### config.mk
export PLATFORM = sky130hd
export DESIGN_NAME = nppc_host
export DESIGN_NICKNAME = d
export VERILOG_FILES = /design/src/pkg/nppc_pkg.sv /design/src/rtl/nppc_crc.sv /design/src/rtl/nppc_host.sv
export SDC_FILE = /design/constraint.sdc
export NUM_CORES = 2
export LEC_CHECK = 0
export BUFFER_PORTS_ARGS = -buffer_cell sky130_fd_sc_hd__clkbuf_2
export CORE_UTILIZATION = 30
export DETAILED_ROUTE_END_ITERATION = 10
export PLACE_DENSITY_LB_ADDON = 0.08
export SYNTH_ARGS = -nofsm -noshare
export SYNTH_HDL_FRONTEND = slang
export SYNTH_SLANG_ARGS = --single-unit
### constraint.sdc
create_clock -name clk_sys -period 4.2 [get_ports clk_sys]
set_input_delay 0.63 -clock clk_sys [delete_from_list [all_inputs] [get_ports clk_sys]]
set_output_delay 0.63 -clock clk_sys [all_outputs]
set_load 0.02 [all_outputs]
### src/pkg/nppc_pkg.sv
// nppc_pkg: constants and types for the nand parameter-page/status host
// assumes an asynchronous 8-bit nand part on the far side of the pins
// Function
// - byte 101 address cycles 22h sizes phases; host only captures it and always sends one address cycle
// - bytes 133-134 max program duration 02bch, host only captures it
// - bytes 135-136 max erase duration 2710h
// - bytes 137-138 max read busy 0019h
// - bytes 139-140 column change wait 60 ns
// - bytes 254-255 hold crc, host verifies
// - crc polynomial 8005h
// - crc seed 4f4eh, no inversion, no reflection
// - status driven each read after 70h
// - status mode holds until next command
package nppc_pkg;
   // ----------------------------------------
   // commands
   // ----------------------------------------
   localparam logic [7:0] CMD_READ_PARAM = 8'hec;
   localparam logic [7:0] CMD_READ_STATUS = 8'h70;
   localparam logic [7:0] CMD_READ_RESUME = 8'h00;
   localparam logic [7:0] ADDR_PARAM = 8'h00;
   // ----------------------------------------
   // parameter page layout
   // ----------------------------------------
   localparam logic [9:0] PP_LEN = 10'h100;
   localparam logic [9:0] PP_COPIES_LEN = 10'h300;
   localparam logic [7:0] PP_CRC_LO = 8'hfe;
   localparam logic [7:0] PP_CRC_HI = 8'hff;
   localparam logic [7:0] PP_ADDR_CYC = 8'h65;
   localparam logic [7:0] PP_PROG_LO = 8'h85;
   localparam logic [7:0] PP_PROG_HI = 8'h86;
   localparam logic [7:0] PP_ERASE_LO = 8'h87;
   localparam logic [7:0] PP_ERASE_HI = 8'h88;
   localparam logic [7:0] PP_READ_LO = 8'h89;
   localparam logic [7:0] PP_READ_HI = 8'h8a;
   localparam logic [7:0] PP_CCS_LO = 8'h8b;
   localparam logic [7:0] PP_CCS_HI = 8'h8c;
   localparam logic [15:0] CRC_POLY = 16'h8005;
   localparam logic [15:0] CRC_SEED = 16'h4f4e;
   // ----------------------------------------
   // status bits
   // ----------------------------------------
   localparam int ST_FAIL = 0;
   localparam int ST_FAIL_PREV = 1;
   localparam int ST_ARRAY_RDY = 5;
   localparam int ST_CACHE_RDY = 6;
   localparam int ST_UNPROT = 7;
   // ----------------------------------------
   // bus timing, cycles of 25 ns (all strobe phases)
   // ----------------------------------------
   localparam int CLK_NS = 25;
   localparam int T_PHASE_NS = 25;
   localparam int T_PHASE_CYC = (T_PHASE_NS + CLK_NS - 1) / CLK_NS;
   localparam int T_WB_NS = 100;
   localparam int T_WB_CYC = (T_WB_NS + CLK_NS - 1) / CLK_NS;
   localparam logic [7:0] PH_CYC = 8'(T_PHASE_CYC);
   localparam logic [7:0] WB_CYC = 8'(T_WB_CYC + 1);
   localparam logic [7:0] CCS_MIN_CYC = 8'h04;
   // ----------------------------------------
   // carriers
   // ----------------------------------------
   typedef struct packed {
      logic ce_n;
      logic cle;
      logic ale;
      logic we_n;
      logic re_n;
      logic [7:0] dq_o;
      logic dq_oe;
   } nppc_pins_t;
   typedef struct packed {
      logic [7:0] addr_cycles;
      logic [15:0] max_program_duration;
      logic [15:0] max_erase_duration;
      logic [15:0] max_read_busy_duration;
      logic [15:0] column_change_setup_wait;
      logic crc_ok;
   } nppc_params_t;
   typedef struct packed {
      logic fail;
      logic fail_prev;
      logic array_ready;
      logic cache_ready;
      logic unprotected;
   } nppc_status_t;
endpackage

### src/rtl/nppc_crc.sv
// nppc_crc: byte-wide crc16, msb first, no reflection or final xor
// assumes clear and byte strobes never coincide
`timescale 1ns/1ps
module nppc_crc (
   input wire logic clk_sys,
   input wire logic rst_n,
   input wire logic clear,
   input wire logic byte_vld,
   input wire logic [7:0] byte_in,
   output logic [15:0] crc
);
   import nppc_pkg::*;
   logic [15:0] next_crc;
   always_comb begin
      next_crc = crc;
      for (int i = 7; i >= 0; i--) begin
         if (next_crc[15] ^ byte_in[i]) begin
            next_crc = {next_crc[14:0], 1'b0} ^ CRC_POLY;
         end else begin
            next_crc = {next_crc[14:0], 1'b0};
         end
      end
   end
   always_ff @(posedge clk_sys or negedge rst_n) begin
      if (!rst_n) begin
         crc <= CRC_SEED;
      end else if (clear) begin
         crc <= CRC_SEED;
      end else if (byte_vld) begin
         crc <= next_crc;
      end
   end
endmodule // nppc_crc

### src/rtl/nppc_host.sv
// nppc_host: host that reads the nand parameter page and polls status
// assumes nand pins are synchronous to clk_sys, rb_n open drain pulled up
`timescale 1ns/1ps
module nppc_host (
   input wire logic clk_sys,
   input wire logic rst_n,
   input wire logic req_param,
   input wire logic req_status,
   input wire logic req_resume,
   input wire logic [7:0] dq_i,
   input wire logic rb_n,
   output nppc_pkg::nppc_pins_t pins,
   output logic busy,
   output logic done,
   output nppc_pkg::nppc_params_t params,
   output nppc_pkg::nppc_status_t status,
   output logic [7:0] data_out,
   output logic data_vld,
   output logic copy_mismatch
);
   import nppc_pkg::*;
   // ----------------------------------------
   // state machine
   // ----------------------------------------
   typedef enum logic [8:0] {
      S_IDLE = 9'h001,
      S_CMD = 9'h002,
      S_ADDR = 9'h004,
      S_WB = 9'h008,
      S_WAIT_RB = 9'h010,
      S_RD_LO = 9'h020,
      S_RD_HI = 9'h040,
      S_STAT = 9'h080,
      S_GAP = 9'h100
   } nppc_state_t;
   nppc_state_t state, next_state;
   logic [7:0] tmr;
   logic [9:0] idx;
   logic [7:0] cmd, next_cmd;
   logic stat_mode;
   logic page_open;
   logic [7:0] page_mem [256];
   logic [15:0] crc;
   logic [7:0] crc_lo;
   logic [7:0] mem_q;
   wire tmr_zero = (tmr == 8'h00);
   wire [7:0] bidx = idx[7:0];
   wire in_first = (idx < PP_LEN);
   wire last_byte = (idx == PP_COPIES_LEN - 10'h001);
   wire crc_feed = in_first && (bidx < PP_CRC_LO) && (state == S_RD_HI)
                   && tmr_zero;
   wire crc_clear = (state == S_CMD) && (cmd == CMD_READ_PARAM);
   wire take_byte = (state == S_RD_HI) && tmr_zero;
   // ----------------------------------------
   // request decode
   // ----------------------------------------
   // a resume only makes sense while a page read is still open
   wire resume_ok = req_resume && stat_mode && page_open;
   wire new_req = req_param || req_status || resume_ok;
   // status poll while the part loads the page: read is paused, not lost
   wire poll_req = (state == S_WAIT_RB) && req_status && !req_param;
   wire take_req = ((state == S_IDLE || state == S_STAT) && new_req)
                   || poll_req;
   always_comb begin
      next_cmd = cmd;
      if (req_param) begin
         next_cmd = CMD_READ_PARAM;
      end else if (req_status) begin
         next_cmd = CMD_READ_STATUS;
      end else begin
         next_cmd = CMD_READ_RESUME;
      end
   end
   always_comb begin
      next_state = state;
      case (state)
         S_IDLE: begin
            if (take_req) next_state = S_CMD;
         end
         S_CMD: if (tmr_zero) begin
            if (cmd == CMD_READ_PARAM) next_state = S_ADDR;
            else if (cmd == CMD_READ_STATUS) next_state = S_STAT;
            else next_state = S_GAP;
         end
         S_ADDR: if (tmr_zero) next_state = S_WB;
         S_WB: if (tmr_zero) next_state = S_WAIT_RB;
         S_WAIT_RB: begin
            if (poll_req) begin
               next_state = S_CMD;
            end else if (rb_n) begin
               next_state = S_RD_LO;
            end
         end
         S_RD_LO: if (tmr_zero) next_state = S_RD_HI;
         S_RD_HI: if (tmr_zero) begin
            next_state = last_byte ? S_IDLE : S_RD_LO;
         end
         // re holds low: the part refreshes status by itself
         S_STAT: if (take_req) next_state = S_CMD;
         S_GAP: if (tmr_zero) next_state = S_RD_LO;
         default: next_state = S_IDLE;
      endcase
   end
   // ----------------------------------------
   // sequencing registers
   // ----------------------------------------
   always_ff @(posedge clk_sys or negedge rst_n) begin
      if (!rst_n) begin
         state <= S_IDLE;
         tmr <= 8'h00;
         cmd <= 8'h00;
         stat_mode <= 1'b0;
         page_open <= 1'b0;
         idx <= 10'h000;
      end else begin
         state <= next_state;
         if (next_state != state) begin
            tmr <= (next_state == S_WB) ? WB_CYC :
                   (next_state == S_GAP) ? CCS_MIN_CYC : PH_CYC;
         end else if (!tmr_zero) begin
            tmr <= tmr - 8'h01;
         end
         if (take_req) begin
            cmd <= next_cmd;
            stat_mode <= req_status;
         end
         if (crc_clear) begin
            idx <= 10'h000;
         end else if (take_byte) begin
            idx <= idx + 10'h001;
         end
         // open from the page command until the last copy byte is taken
         if (crc_clear) begin
            page_open <= 1'b1;
         end else if (take_byte && last_byte) begin
            page_open <= 1'b0;
         end
      end
   end
   // ----------------------------------------
   // page buffer and crc
   // ----------------------------------------
   always_ff @(posedge clk_sys) begin
      if (take_byte && in_first) page_mem[bidx] <= dq_i;
      mem_q <= page_mem[bidx];
   end
   nppc_crc u_crc (
      .clk_sys(clk_sys),
      .rst_n(rst_n),
      .clear(crc_clear),
      .byte_vld(crc_feed),
      .byte_in(dq_i),
      .crc(crc)
   );
   // ----------------------------------------
   // pins and results
   // ----------------------------------------
   wire drv_cmd = (state == S_CMD);
   // we drops only in the first cycle of a phase, so every write
   // gets its own rising edge before cle or ale moves on
   wire enter_wr = (next_state == S_CMD || next_state == S_ADDR)
                   && (next_state != state);
   wire next_re_n = !(next_state == S_RD_LO || next_state == S_STAT);
   wire [7:0] next_dq = (next_state == S_ADDR) ? ADDR_PARAM :
                        drv_cmd ? cmd : next_cmd;
   always_ff @(posedge clk_sys or negedge rst_n) begin
      if (!rst_n) begin
         pins <= '{ce_n: 1'b1, cle: 1'b0, ale: 1'b0, we_n: 1'b1,
                   re_n: 1'b1, dq_o: 8'h00, dq_oe: 1'b0};
         busy <= 1'b0;
         done <= 1'b0;
         params <= '0;
         status <= '0;
         data_out <= 8'h00;
         data_vld <= 1'b0;
         copy_mismatch <= 1'b0;
         crc_lo <= 8'h00;
      end else begin
         pins.ce_n <= (next_state == S_IDLE);
         pins.cle <= (next_state == S_CMD);
         pins.ale <= (next_state == S_ADDR);
         pins.we_n <= !enter_wr;
         pins.re_n <= next_re_n;
         pins.dq_o <= next_dq;
         pins.dq_oe <= (next_state == S_CMD || next_state == S_ADDR);
         busy <= (next_state != S_IDLE) && (next_state != S_STAT);
         done <= take_byte && last_byte;
         data_vld <= take_byte;
         data_out <= dq_i;
         if (take_byte && in_first) begin
            if (bidx == PP_ADDR_CYC) params.addr_cycles <= dq_i;
            if (bidx == PP_PROG_LO) params.max_program_duration[7:0] <= dq_i;
            if (bidx == PP_PROG_HI)
               params.max_program_duration[15:8] <= dq_i;
            if (bidx == PP_ERASE_LO) params.max_erase_duration[7:0] <= dq_i;
            if (bidx == PP_ERASE_HI)
               params.max_erase_duration[15:8] <= dq_i;
            if (bidx == PP_READ_LO)
               params.max_read_busy_duration[7:0] <= dq_i;
            if (bidx == PP_READ_HI)
               params.max_read_busy_duration[15:8] <= dq_i;
            if (bidx == PP_CCS_LO)
               params.column_change_setup_wait[7:0] <= dq_i;
            if (bidx == PP_CCS_HI)
               params.column_change_setup_wait[15:8] <= dq_i;
            if (bidx == PP_CRC_LO) crc_lo <= dq_i;
            if (bidx == PP_CRC_HI)
               params.crc_ok <= ({dq_i, crc_lo} == crc);
         end
         // later copies compared against the stored first copy
         if (crc_clear) copy_mismatch <= 1'b0;
         else if (take_byte && !in_first && mem_q != dq_i)
            copy_mismatch <= 1'b1;
         if (state == S_STAT) begin
            status.fail <= dq_i[ST_FAIL];
            status.fail_prev <= dq_i[ST_FAIL_PREV];
            status.array_ready <= dq_i[ST_ARRAY_RDY];
            status.cache_ready <= dq_i[ST_CACHE_RDY];
            status.unprotected <= dq_i[ST_UNPROT];
         end
      end
   end
endmodule // nppc_host

==> metrics.yaml <==
outcome:
  status: "complete, no violations"
synthesis:
  ys_async_sr_fraction: 0.0701
  synth.avg_cell_area_um2: 21.6
  synth_area_um2: 86100
  syn_inst: 3978
  ys_seq_elements: 2211
  yosysSeqAreaShare: 0.761
  ys_types: 71
  yosys_most_used_dff: "edfxtp_1"
  synth_edf_count: 2048
  yosys_warnings: 0
sta:
  finClkSkew_ns: 0.0715
  tns_ns: 0
  maxSlewViolCount: 0
  hold_violations: 0
  rsz0062_at_grt: "false"
  relSlewSlack: 0.206
  holdWs_ns: 0.104
  tightestPinTransition_ns: 1.19
  fin_crit_sh: 0.940
  fin_crit_ns: 3.95
  finalSetupViolCount: 0
  fmax_ghz: 0.253
die:
  chipHeight_um: 538
  fp.dieW_um: 538
  rows: 196
  start_util: 0.302
  die-area_um2: 289000
  pin_count: 118
  coreArea_um2: 285000
finish:
  final.fill_count: 26331
  fin_util: 0.360
  final_cell_mix: "edfxtp_1 (2048), mux4_2 (604), buf_4 (450), nor2_1 (283), clkbuf_16 (247)"
  drive_gt1_frac: 0.357
  fin_nets: 4627
  syn_to_final_growth_pct: 19.2
  final_common_cell: "edfxtp_1"
worst_setup_path:
  cp-start-kind: "register"
  cp.required_ns: 4.95
  critPathArrivalTime_ns: 4.70
  critPathKind: "reg -> reg"
  critPathMaxFanout: 25
  endpoint_kind: "register"
  path_common_cell: "buf_4"
  cpMaxStageDelayCell: "dfrtp_4"
  crit_chain: "buf_12 -> buf_4 -> mux4_2 -> mux2i_1 -> o22ai_1 -> nor4_1 -> buf_4 -> nand2_1 -> or4_1"
  slowest_delay_ns: 0.89
clocking:
  clk_latency_ns: 0.93
  cts.path.max_buffers: 4
  clockRootBuffer: "clkbuf_16"
  cts_tree: "done"
  clkTransAtPathRegs_ns: 0.06
  cts.sinks: 2211
  cts_buffers: 244
  post-cts-setup-buffers: 0
  cts-htree-levels: 4
detailed_routing:
  avgViaCountPerCell: 4.94
  drt_iter0_markers: 3391
  first_pass_iters: 5
  met3_length_um: 10700
  vias: 42390
  wl_met2_um: 126000
  routed_wl_um: 263000
  wl_met1_um: 121000
  drtAntennaViolNets: 0
  wl_per_cell_um: 30.6
  drc_errors: 0
  highest_layer: "met5"
power:
  power_mw: 47.1
  p_leak_nw: 32.3
  power_density_nw_per_um2: 459
  ir_worst_vdd_v: 0.000372
grt:
  grt_pass1_vias: 44307
  antenna_found_initial: 12
  grt_first_pass_wirelength_um: 368000
  grt_max_degree: 152
  overflow: 0
  track_usage: 0.182
place:
  gp_congestion: 0.780
  hpwl_um: 168000
  port_buffers: 115
min_path:
  min_path_type: "in -> reg"
flow_run:
  cap_violations: 0
-- cells in the mapped netlist (18+ instances only) --
| library cell | n | area share |
|---|---|---|
| xnor2_1 | 30 | 0.0031 |
| o21ai_0 | 29 | 0.0017 |
| nand4_1 | 18 | 0.0013 |
| mux2i_1 | 52 | 0.0060 |
| a21oi_1 | 25 | 0.0015 |
| clkbuf_1 | 117 | 0.0051 |
| dfrtp_1 | 142 | 0.041 |
| buf_2 | 47 | 0.0027 |
| xor2_1 | 20 | 0.0020 |
| nor2_1 | 286 | 0.012 |
| nand2_1 | 79 | 0.0034 |
| buf_6 | 20 | 0.0026 |
| nand3_1 | 49 | 0.0028 |
| buf_1 | 26 | 0.0011 |
| edfxtp_1 | 2048 | 0.71 |
| nor2b_1 | 26 | 0.0019 |
| inv_1 | 20 | 0.00087 |
| mux4_2 | 604 | 0.16 |
| nor3_1 | 31 | 0.0018 |
| mux2_2 | 96 | 0.013 |
| o22ai_1 | 19 | 0.0014 |
| buf_4 | 24 | 0.0021 |
-- kinds of logic (layout without fill, tap and decap cells) --
logic type | after synthesis | count (layout) | synth area share
compound gates | 138 | 138 | 0.0109
flops | 2211 | 2211 | 0.761
other cells | 1 | 6 | 0.0000436
buf+inv | 257 | 1095 | 0.0148
mux | 752 | 752 | 0.177
xor+xnor | 52 | 52 | 0.00562
fa+ha+maj | 5 | 5 | 0.000727
simple gates | 562 | 562 | 0.0301
-- final cells by class --
cell class | instances | area [um^2] | area share
clock inverters | 148 | 1380 | 0.0134
flip-flops and latches | 2211 | 65600 | 0.639
multi-input cells | 1511 | 19400 | 0.189
clock buffers | 307 | 6480 | 0.0631
well taps | 3762 | 4710 | 0.0458
inverters | 22 | 82.6 | 0.000804
repair buffers | 618 | 5060 | 0.0492
diodes | 4 | 10.0 | 0.0000975
-- power by group --
group	total, mW	leakage (nW)	switching (mW)	internal (mW)
Sequential	24.4	20.3	0.131	24.3
Combinational	1.56	8.09	1.05	0.514
Clock	21.2	3.84	8.96	12.2
-- metal layers --
metal / vias to the layer above / GRT usage
li1: 17821 / -
met1: 23330 / 0.261
met2: 924 / 0.293
met3: 313 / 0.0248
met4: 2 / 0.0399
met5: - / 0
-- timing repair --
action | in CTS | in global routing
setup endpoints to repair | 2 | 0
gates resized for setup | 2 | 0
hold endpoints to repair | 47 | 0
hold buffers | 3 | 0
-- flip-flops by register name, indices dropped and copies added, names as in the netlist, 3 cells and up --
name / cells
mem_q: 8
tmr: 8
data_out: 8
idx: 10
status: 5
state: 9
pins: 9
cmd: 3
params: 73
crc_lo: 8
u_crc.crc: 16
page_mem: 2048
-- final timing paths --
path	slack (ns)	startpoint	to	cells after the start
min	0.10	req_param	cmd[6]	3
min reg2reg	0.47	u_crc.crc[6]	u_crc.crc[14]	2
min in group asynchronous	0.28	rst_n	data_vld	2
max reg2reg	0.25	idx[0]	mem_q[5]	9
max	0.25	idx[0]	mem_q[5]	9
max in group asynchronous	2.94	rst_n	data_out[5]	3
-- through the flow --
step | cells | instance area, um^2 | worst slack [ns]
after floorplan | 3979 | 86100 | 1.18
after global placement | 8120 | 94700 | -0.597
after detailed placement | 8121 | 94800 | -0.0547
after CTS | 8579 | 103000 | 0.172
after global routing | 8580 | 103000 | 0.0566
final | 8583 | 103000 | 0.252
-- worst max-delay path: cells and delay by family, from the launching register on --
kind                   cells  cell delay (ns)
buffers and inverters      3             0.73
and+or+nand+nor            3             1.07
muxes                      2             0.87
DFF                        1             0.89
AOI/OAI and AO/OA          1             0.21
Power figures use the tool's default switching activity.
